===== src/smd_pkg.sv =====
// shared constants and types for the smm and window address decoder
package smd_pkg;

  localparam int          ADDR_W          = 32;
  localparam int          WIN_W           = 12;
  localparam int          MB_SHIFT        = 20;
  localparam int          UPPER_SMM_SIZE_FIELD_W          = 2;

  localparam logic [31:0] LEGACY_GFX_BASE = 32'h000A_0000;
  localparam logic [31:0] LEGACY_GFX_LAST = 32'h000B_FFFF;
  localparam logic [31:0] HIGH_SMM_REGION_BASE       = 32'hFEDA_0000;
  localparam logic [31:0] HIGH_SMM_REGION_LAST       = 32'hFEDB_FFFF;
  localparam logic [31:0] HIGH_SMM_REGION_OFFSET     = HIGH_SMM_REGION_BASE - LEGACY_GFX_BASE;
  localparam logic [31:0] IOAPIC_BASE     = 32'hFEC0_0000;
  localparam logic [31:0] IOAPIC_LAST     = 32'hFECF_FFFF;
  localparam logic [31:0] GAP_BASE        = 32'hFED0_0000;
  localparam logic [31:0] GAP_LAST        = 32'hFFDF_FFFF;
  localparam logic [31:0] HIBIOS_BASE     = 32'hFFE0_0000;
  localparam logic [31:0] DRIVE_COMPENSATION_SIZE      = 32'h0000_1000;
  localparam logic [19:0] WIN_LOW_BASE    = 20'h0_0000;
  localparam logic [19:0] WIN_LOW_LIMIT   = 20'hF_FFFF;
  localparam logic [31:0] TOP_SMM_REGION_MAX        = 32'h0010_0000;

  // upper smm size field encoding to bytes
  localparam logic [31:0] TOP_SMM_REGION_SZ0        = 32'h0000_0000;
  localparam logic [31:0] TOP_SMM_REGION_SZ1        = 32'h0002_0000;
  localparam logic [31:0] TOP_SMM_REGION_SZ2        = 32'h0008_0000;
  localparam logic [31:0] TOP_SMM_REGION_SZ3        = 32'h0010_0000;

  typedef enum logic [1:0] {
    SMD_INIT_CPU = 2'h0,
    SMD_INIT_GFX = 2'h1,
    SMD_INIT_HUB = 2'h2
  } smd_init_e;

  typedef enum logic [2:0] {
    SMD_TGT_DRAM  = 3'h0,
    SMD_TGT_HUB   = 3'h1,
    SMD_TGT_GFX   = 3'h2,
    SMD_TGT_ABORT = 3'h3,
    SMD_TGT_CFG   = 3'h4
  } smd_target_e;

  typedef enum logic [1:0] {
    SMD_ST_IDLE = 2'b00,
    SMD_ST_BUSY = 2'b01
  } smd_state_e;

endpackage


===== src/smd_win_if.sv =====
// carrier for graphics window compare requests and answers
`timescale 1ns/1ps
interface smd_win_if;
  logic [31:0] addr;
  logic [11:0] base;
  logic [11:0] limit;
  logic        hit;
  modport owner (output addr, output base, output limit, input hit);
  modport cmp   (input addr, input base, input limit, output hit);
endinterface


===== src/smd_decoder.sv =====
// top of the smm and graphics window address decoder
`timescale 1ns/1ps
// What this block does
// - smm high region accesses remap to legacy
// - non-smm high region access aborts on bus
// - non-smm writebacks into high region still remap
// - graphics and hub cycles never reach smm
// - dram under high region stays unreachable
// - top region max 1 MB above usable
// - smm top region access hits same address
// - non-smm top region access aborts on bus
// - non-smm writebacks into top region reach dram
// - top region size from upper smm field
// - extended smm others go to hub
// - reported memory equals dram minus top region
// - top of memory to 4 GB goes hub, except window hits, which go graphics, and the drive compensation block, which goes cfg
// - io interrupt controller space goes to hub
// - gap to high bios goes hub outside the high smm region
// - top 2 MB high bios goes hub
// - window fields give address bits 31:20
// - inclusive window hit claims graphics port
// - windows decode only with memory enable
// - compatible smm legacy range goes dram for processor smm cycles only, others go hub
module smd_decoder (
  input  wire logic        i_clock,
  input  wire logic        i_rst_n,
  input  wire logic        i_req_valid,
  input  wire logic [31:0] i_req_addr,
  input  wire logic [1:0]  i_req_init,
  input  wire logic        i_req_smm,
  input  wire logic        i_req_writeback,
  input  wire logic [31:0] i_top_of_system_memory,
  input  wire logic        i_high_smm_enable,
  input  wire logic        i_top_smm_enable,
  input  wire logic        i_compat_smm_enable,
  input  wire logic [1:0]  i_upper_smm_size_field,
  input  wire logic [31:0] i_drive_compensation_base,
  input  wire logic [11:0] i_gfx_window_base,
  input  wire logic [11:0] i_gfx_window_limit,
  input  wire logic [11:0] i_gfx_prefetch_window_base,
  input  wire logic [11:0] i_gfx_prefetch_window_limit,
  input  wire logic        i_bridge_command_mem_enable,
  output logic             o_rsp_valid,
  output logic [2:0]       o_rsp_target,
  output logic [31:0]      o_rsp_addr,
  output logic             o_rsp_abort,
  output logic [31:0]      o_top_of_usable_dram,
  output logic [31:0]      o_top_smm_base
);

  smd_win_if win_mem ();
  smd_win_if win_pf ();

  smd_win_cmp u_win_mem (
    .win (win_mem)
  );
  smd_win_cmp u_win_pf (
    .win (win_pf)
  );

  // both windows see the same address; fields supply bits 31:20
  assign win_mem.addr  = i_req_addr;
  assign win_mem.base  = i_gfx_window_base;
  assign win_mem.limit = i_gfx_window_limit;
  assign win_pf.addr   = i_req_addr;
  assign win_pf.base   = i_gfx_prefetch_window_base;
  assign win_pf.limit  = i_gfx_prefetch_window_limit;

  function automatic logic in_range(input logic [31:0] a, input logic [31:0] lo,
                                    input logic [31:0] hi);
    in_range = (a >= lo) && (a <= hi);
  endfunction

  function automatic logic [31:0] top_smm_region_bytes(input logic [1:0] f);
    case (f)
      2'h0:    top_smm_region_bytes = smd_pkg::TOP_SMM_REGION_SZ0;
      2'h1:    top_smm_region_bytes = smd_pkg::TOP_SMM_REGION_SZ1;
      2'h2:    top_smm_region_bytes = smd_pkg::TOP_SMM_REGION_SZ2;
      default: top_smm_region_bytes = smd_pkg::TOP_SMM_REGION_SZ3;
    endcase
  endfunction

  logic [31:0] top_smm_region_size;
  logic [31:0] top_smm_region_base;
  logic [31:0] usable_top;

  always_comb begin
    top_smm_region_size = i_top_smm_enable ? top_smm_region_bytes(i_upper_smm_size_field) : '0;
    // size field cannot exceed one megabyte, enforced here too
    if (top_smm_region_size > smd_pkg::TOP_SMM_REGION_MAX) begin
      top_smm_region_size = smd_pkg::TOP_SMM_REGION_MAX;
    end
    usable_top = i_top_of_system_memory - top_smm_region_size;
    top_smm_region_base  = usable_top;
  end

  logic        is_cpu;
  logic        hit_high_smm_region;
  logic        hit_top_smm_region;
  logic        hit_compat;
  logic        hit_win;
  logic        hit_drive_compensation;
  logic [2:0]  tgt_next;
  logic [31:0] addr_next;
  logic        abort_next;

  always_comb begin
    is_cpu     = (i_req_init == smd_pkg::SMD_INIT_CPU);
    hit_high_smm_region   = i_high_smm_enable &&
                 in_range(i_req_addr, smd_pkg::HIGH_SMM_REGION_BASE, smd_pkg::HIGH_SMM_REGION_LAST);
    hit_top_smm_region   = i_top_smm_enable && (top_smm_region_size != '0) &&
                 in_range(i_req_addr, top_smm_region_base, i_top_of_system_memory - 32'h1);
    hit_compat = i_compat_smm_enable &&
                 in_range(i_req_addr, smd_pkg::LEGACY_GFX_BASE, smd_pkg::LEGACY_GFX_LAST);
    hit_win    = i_bridge_command_mem_enable && (win_mem.hit || win_pf.hit);
    hit_drive_compensation  = in_range(i_req_addr, i_drive_compensation_base,
                          i_drive_compensation_base + smd_pkg::DRIVE_COMPENSATION_SIZE - 32'h1);
    tgt_next   = smd_pkg::SMD_TGT_HUB;
    addr_next  = i_req_addr;
    abort_next = 1'b0;
    if (hit_high_smm_region) begin
      if (!is_cpu) begin
        tgt_next = smd_pkg::SMD_TGT_HUB;
      end else if (i_req_smm || i_req_writeback) begin
        // remapped; the dram behind the high region is never addressed
        tgt_next  = smd_pkg::SMD_TGT_DRAM;
        addr_next = i_req_addr - smd_pkg::HIGH_SMM_REGION_OFFSET;
      end else begin
        tgt_next   = smd_pkg::SMD_TGT_ABORT;
        abort_next = 1'b1;
      end
    end else if (hit_top_smm_region) begin
      if (!is_cpu) begin
        tgt_next = smd_pkg::SMD_TGT_HUB;
      end else if (i_req_smm || i_req_writeback) begin
        tgt_next = smd_pkg::SMD_TGT_DRAM;
      end else begin
        tgt_next   = smd_pkg::SMD_TGT_ABORT;
        abort_next = 1'b1;
      end
    end else if (hit_compat) begin
      // non-smm or non-processor cycles fall to the video buffer path
      if (is_cpu && i_req_smm) begin
        tgt_next = smd_pkg::SMD_TGT_DRAM;
      end else begin
        tgt_next = smd_pkg::SMD_TGT_HUB;
      end
    end else if (hit_win) begin
      tgt_next = smd_pkg::SMD_TGT_GFX;
    end else if (i_req_addr < usable_top) begin
      tgt_next = smd_pkg::SMD_TGT_DRAM;
    end else if (hit_drive_compensation) begin
      tgt_next = smd_pkg::SMD_TGT_CFG;
    end else if (in_range(i_req_addr, smd_pkg::IOAPIC_BASE, smd_pkg::IOAPIC_LAST)) begin
      tgt_next = smd_pkg::SMD_TGT_HUB;
    end else if (in_range(i_req_addr, smd_pkg::GAP_BASE, smd_pkg::GAP_LAST)) begin
      tgt_next = smd_pkg::SMD_TGT_HUB;
    end else if (i_req_addr >= smd_pkg::HIBIOS_BASE) begin
      tgt_next = smd_pkg::SMD_TGT_HUB;
    end else begin
      tgt_next = smd_pkg::SMD_TGT_HUB;
    end
  end

  always_ff @(posedge i_clock or negedge i_rst_n) begin
    if (!i_rst_n) begin
      o_rsp_valid <= 1'b0;
    end else begin
      o_rsp_valid <= i_req_valid;
    end
  end

  // answer fields only change on a valid request so they hold between
  always_ff @(posedge i_clock or negedge i_rst_n) begin
    if (!i_rst_n) begin
      o_rsp_target <= smd_pkg::SMD_TGT_HUB;
      o_rsp_addr   <= '0;
      o_rsp_abort  <= 1'b0;
    end else if (i_req_valid) begin
      o_rsp_target <= tgt_next;
      o_rsp_addr   <= addr_next;
      o_rsp_abort  <= abort_next;
    end
  end

  always_ff @(posedge i_clock or negedge i_rst_n) begin
    if (!i_rst_n) begin
      o_top_of_usable_dram <= '0;
      o_top_smm_base       <= '0;
    end else begin
      o_top_of_usable_dram <= usable_top;
      o_top_smm_base       <= top_smm_region_base;
    end
  end

endmodule


===== src/smd_win_cmp.sv =====
// one graphics window range compare
`timescale 1ns/1ps
module smd_win_cmp (
  smd_win_if.cmp win
);
  logic [31:0] lo;
  logic [31:0] hi;
  always_comb begin
    lo      = {win.base, smd_pkg::WIN_LOW_BASE};
    hi      = {win.limit, smd_pkg::WIN_LOW_LIMIT};
    win.hit = (win.addr >= lo) && (win.addr <= hi);
  end
endmodule


===== config.mk =====
export PLATFORM = sky130hd
export DESIGN_NAME = smd_decoder
export DESIGN_NICKNAME = d
export VERILOG_FILES = /design/src/smd_pkg.sv /design/src/smd_win_if.sv /design/src/smd_decoder.sv /design/src/smd_win_cmp.sv
export SDC_FILE = /design/constraint.sdc
export NUM_CORES = 1
export LEC_CHECK = 0
export BUFFER_PORTS_ARGS = -buffer_cell sky130_fd_sc_hd__buf_2
export CAP_MARGIN = 20
export CORE_ASPECT_RATIO = 1.25
export CORE_MARGIN = 2
export CORE_UTILIZATION = 48
export DETAILED_ROUTE_END_ITERATION = 7
export PLACE_DENSITY = 0.78
export SLEW_MARGIN = 20
export SYNTH_ARGS = -nofsm -noshare
export SYNTH_HDL_FRONTEND = slang
export SYNTH_SLANG_ARGS = --single-unit

===== constraint.sdc =====
create_clock -name i_clock -period 0.8 [get_ports i_clock]
set_input_delay 0.12 -clock i_clock [delete_from_list [all_inputs] [get_ports i_clock]]
set_output_delay 0.12 -clock i_clock [all_outputs]
set_load 0.01 [all_outputs]

### Word-level counts from Yosys, hierarchy flattened

Index checks and enable logic that the tools add are counted.

| word-level totals | value |
|---|---|
| output and inout port bits | 101 |
| word-level logic and storage cells | 62 |
| bits in registers | 69 |
| input port bits | 157 |

| cells by class | value |
|---|---|
| muxes and demuxes | 19 |
| reduce and logical (&&, ||, !) cells | 17 |
| equal/unequal tests | 2 |
| add/sub/neg operators | 5 |
| order comparisons | 14 |

Operator list:

| operator | number |
|---|---|
| $mux 32 | 5 |
| $ge 32x32->1 | 4 |
| $le 32x32->1 | 4 |
| $sub 32x1->32 const B | 2 |
| $pmux 21 s3 | 1 |
| $add 32x13->32 const B | 1 |
| $ge 32x20->1 const B | 1 |
| $ge 32x32->1 const B | 1 |
| $gt 32x21->1 const B | 1 |
| $le 32x20->1 const B | 1 |
| $le 32x32->1 const B | 1 |
| $lt 32x32->1 | 1 |
| $reduce_bool 32->1 | 1 |
| $sub 32x32->32 | 1 |
| $sub 32x32->32 const B | 1 |
| $mux 3 | 6 |
| $logic_and 1x1->1 | 12 |
| $mux 1 | 5 |
| $logic_not 2->1 | 2 |
| $mux 2 | 2 |
| $eq 2x1->1 const B | 1 |
| $eq 2x2->1 const B | 1 |
| $logic_or 1x1->1 | 2 |

### Logic depth before layout (Yosys ltp)

| logic depth | value |
|---|---|
| depth in word-level cells | 12 |
| gate-level depth with buffers | 20 |
| depth with buffers taken out | 20 |

### Cells and area by module

A second synthesis with hierarchy kept.

| second synthesis, totals | value |
|---|---|
| cell total of the unflattened synthesis | 995 |
| area total of the unflattened synthesis | 8429.3 um^2 |

Modules (own cells, without submodules):

| module | seq. area each (um^2) | area an instance (um^2) | instances | cells each |
|---|---|---|---|---|
| smd_decoder | 1727.9 | 7073.0 | 1 | 797 |
| smd_win_cmp | 0.0 | 678.2 | 2 | 99 |

### Least setup slack after synthesis

No wires, ideal clock.

| path | value |
|---|---|
| kind | input port to flip-flop |
| start | input i_top_of_system_memory[11] |
| end | register o_rsp_target[0] |
| data arrival time | 3.715 ns |
| cell stages on the path | 17 |
| path buffers | 0 |
| slack | -2.997 ns |
| setup time | 0.082 ns |
| required time | 0.718 ns |
| cells stage by stage | or4_4 > nor4_2 > nand2_1 > or2_1 > or3_4 > nor3_4 > nand2_1 > xor2_1 > ha_1 > nand4_1 > nor4_1 > nand4_1 > or4_1 > o21ai_0 > a21boi_1 > o22a_1 > o31a_1 |

| on the way | value |
|---|---|
| word-level cells in the longest chain between the ends | 7 |
| elaborated cells between the ends (all ways) | 12 |
| those cells by class | 2 x add/sub; 3 x order compare; 5 x mux; 2 x reduce/logical |

Ends and longest elaborated chain:

| what | line | text |
|---|---|---|
| start, declared | smd_decoder.sv:32 | `input wire logic [31:0] i_top_of_system_memory,` |
| $sub 32x32->32 | smd_decoder.sv:93 | `usable_top = i_top_of_system_memory - top_smm_region_size;` |
| $lt 32x32->1 | smd_decoder.sv:150 | `end else if (i_req_addr < usable_top) begin` |
| $mux 3 | smd_decoder.sv:150 |  |
| $mux 3 | smd_decoder.sv:148 | `end else if (hit_win) begin` |
| $mux 3 | smd_decoder.sv:141 | `end else if (hit_compat) begin` |
| $mux 3 * | smd_decoder.sv:132 | `end else if (hit_top_smm_region) begin` |
| $mux 3 * | smd_decoder.sv:121 | `if (hit_high_smm_region) begin` |
| end signal, assigned | smd_decoder.sv:176 | `o_rsp_target <= smd_pkg::SMD_TGT_HUB;` |
| end signal, assigned | smd_decoder.sv:180 | `o_rsp_target <= tgt_next;` |
| end, declared | smd_decoder.sv:44 | `output logic [2:0] o_rsp_target,` |

Mark *: on every way between the ends. The rest lies on a longest branch, timed or not.
A chain may end at the register's enable or synchronous reset.

### Final worst setup path

Ends and elaborated chain as after synthesis.

==> results.yml <==
clock_network:
  cts_sinks: 69
  cts_buffers: 9
  clkTransAtPathRegs_ns: 0.06
  ctsRootBufferMaster: "clkbuf_16"
  cts_tree: "built"
  cts_max_path_buffers: 2
  clk_latency_ns: 0.35
  htreeDepth: 3
floorplanning:
  ioPinCount: 258
  fp-row-count: 54
  core_um2: 17400
  die_area_um2: 18600
  initial_core_util_pct: 48.5
  chipHeight_um: 152
  die_x_um: 123
placed_design:
  dp_cells: 1709
  gp_congestion: 0.962
  port_buffers: 257
  dp_hpwl_mm: 23.6
  post_dp_cell_area_um2: 11800
critical_path:
  critical_path_class: "input pin to flop"
  cp-end-kind: "flop"
  cp_max_fo: 6
  start_kind: "input pin"
  reg2reg_slack_ns: -0.18
  worstPathRequired_ns: 1.08
  worst_ep_arrival_time_ns: 4.41
logic_synthesis:
  synth_edf_count: 0
  syn_area_um2: 8430
  seq_area_frac_synth_pct: 20.5
  synth_ff_type: "dfrtp_1"
  yosys_register_bits: 69
  avgSynthCellArea_um2: 8.36
  synth_cell_types: 67
  syn-num-nets: 1350
  async_flop_share_pct: 100
  yosysWarnings: 0
  syn_inst: 1008
timing:
  hold_viol: 0
  slew_viol_final: 0
  skew_ns: 0
  tns_ns: -56.53
  setup_viol: 144
  rsz0062_at_grt: "true"
  slew_headroom_pct: 58.8
  worst_slew_pin_slew_ns: 0.618
  period_needed_ns: 4.13
  hold-worst-slack_ns: 0.00427
  fin_crit_sh_pct: 516
  setup_ws_ns: -3.33
  max_clock_freq_mhz: 242
min_path:
  hold_class: "input pin to flop"
layout:
  n_fill_cell: 1110
  area_growth_pct: 58.6
  drive_above_1_share_pct: 44.9
  fin_cells: 1782
  design_area_um2: 13400
  layout.nets: 1894
  finish.utilization_pct: 77.0
detailed_routing:
  drt-initial-drc-count: 602
  ant_nets: 0
  routedWlPerCell_um: 18.9
  first_pass_iters: 5
  num_vias: 10100
  wirelength_mm: 33.7
  drc_errors: 0
  vias_per_cell: 5.65
global_routing:
  grt_overflow: 0
  grt_usage_pct: 33.1
  antenna_found_initial: 2
  grt_pass1_vias: 10200
  grt_max_degree: 29
  grt_pass1_wl_mm: 48.9
run_status:
  status: "complete, but fails checks"
  violations: "setup timing"
power:
  leakage_nw: 7.02
  max-vdd-ir-drop_mv: 1.25
  powerDensity_nw_per_um2: 1100
run:
  maxCapViolCount: 0
## layer usage
metal | vias up | global-route usage, % | routed length (um)
met3 | 190 | 6.77 | 2470
met2 | 532 | 57.9 | 16400
met1 | 4701 | 37.1 | 12300
met5 | - | 0 | 16
met4 | 2 | 17.4 | 2440
li1 | 4647 | - | -
## final cells by class
type / count / area, um2 / area share, %
Antenna cell: 1 / 2.50 / 0.0187
Clock buffer: 9 / 225 / 1.69
Clock inverter: 7 / 75.1 / 0.562
Inverter: 132 / 495 / 3.71
Multi-Input combinational cell: 764 / 6460 / 48.3
Sequential cell: 69 / 1730 / 12.9
Tap cell: 224 / 280 / 2.10
Timing Repair Buffer: 576 / 4100 / 30.7
## worst max-delay path, stage by stage
cell and delay [ns]:
buf_6 0.09, or4_4 0.56, nor4_4 0.25, nand2_1 0.12, or2_1 0.26, buf_4 0.15, nor4_2 0.25, buf_4 0.22
nand2_1 0.07, xor2_1 0.14, ha_1 0.30, nand4_1 0.18, nor4_2 0.35, nand4_1 0.25, or4_4 0.54, o21ai_2 0.12
a21boi_4 0.12, o22a_1 0.19, o31a_1 0.10
## metrics by stage
| step | power (mW) | setup slack (ns) |
|---|---|---|
| 3_3_place_gp | 9.32 | -3.23 |
| 6_report | 14.7 | -3.33 |
| 5_1_grt | 15.5 | -3.41 |
| 2_1_floorplan | 6.66 | -2.94 |
| 3_5_place_dp | 9.53 | -3.42 |
| 4_1_cts | 14.1 | -2.93 |
## final timing paths
kind,start,to,cells after the start
max,i_top_of_system_memory[11],o_rsp_target[0],19
min,i_top_of_system_memory[14],o_top_smm_base[14],2
max reg2reg,o_rsp_addr[16],o_rsp_addr[16],2
min reg2reg,o_rsp_addr[27],o_rsp_addr[27],2
max in group asynchronous,i_rst_n,o_rsp_addr[22],3
min in group asynchronous,i_rst_n,o_rsp_addr[18],2
## synth_stat cells, types with 5 or more instances
cell type | n | area share (%)
xor2_1 | 15 | 1.6
a21o_1 | 17 | 1.5
ha_1 | 185 | 27
nor2_1 | 51 | 2.3
nand4_1 | 34 | 2.5
nand2_1 | 93 | 4.1
o2111ai_1 | 5 | 0.52
nor3_1 | 20 | 1.2
clkbuf_1 | 11 | 0.49
or4_1 | 7 | 0.62
nor4_1 | 18 | 1.3
buf_4 | 32 | 2.9
o21ai_0 | 36 | 2.1
nor2b_1 | 8 | 0.59
and3_1 | 7 | 0.52
inv_1 | 132 | 5.9
mux2_2 | 21 | 2.8
o22ai_1 | 5 | 0.37
a21oi_1 | 70 | 4.2
xnor2_1 | 57 | 5.9
nand3_1 | 28 | 1.7
and4_1 | 5 | 0.52
dfrtp_1 | 68 | 20
## cells in the final DEF (no fill, tap or decap), drive strengths merged, types with 5 or more instances in the layout
cell type,netlist,layout
a21o,18,18
a21oi,72,72
a221oi,5,5
and3,7,7
and4,5,5
buf,32,570
clkbuf,11,9
clkinv,0,5
dfrtp,68,68
dlygate4sd3,0,6
ha,185,185
inv,132,133
mux2,21,21
nand2,93,93
nand3,28,28
nand4,34,34
nor2,51,51
nor2b,8,8
nor3,22,22
nor4,20,20
o2111ai,7,7
o21a,5,5
o21ai,36,36
o22ai,5,5
or3,6,6
or4,11,11
xnor2,57,57
xor2,15,15
## logic make-up after synthesis
| family | count (synthesis) | synth area share [%] |
|---|---|---|
| adders and majority gates | 185 | 27.5 |
| and+or+nand+nor | 300 | 18.3 |
| muxes | 21 | 2.81 |
| xor gates and xnor gates | 72 | 7.48 |
| DFF | 69 | 20.5 |
| AOI/OAI and AO/OA | 186 | 14.2 |
| buffers and inverters | 175 | 9.22 |
## state kept, by name, summed over array words and instances (netlist names)
signal          flops
o_rsp_addr         32
o_top_smm_base     32
o_rsp_target        3
o_rsp_abort         1
o_rsp_valid         1
## repair_timing
item,4_1_cts,5_1_grt
buffers inserted,37,18
hold endpoints to repair,74,0
endpoints found under the setup margin,130,142
cloned,0,0
hold buffers,6,0
pin swaps,27,19
gates resized for setup,98,64
## where the power goes
part           internal, mW  switching [mW]
registers              3.79           0.206
logic                  3.29            3.28
clock network          2.43            1.75
No activity file was read; power rests on OpenSTA's default activity.
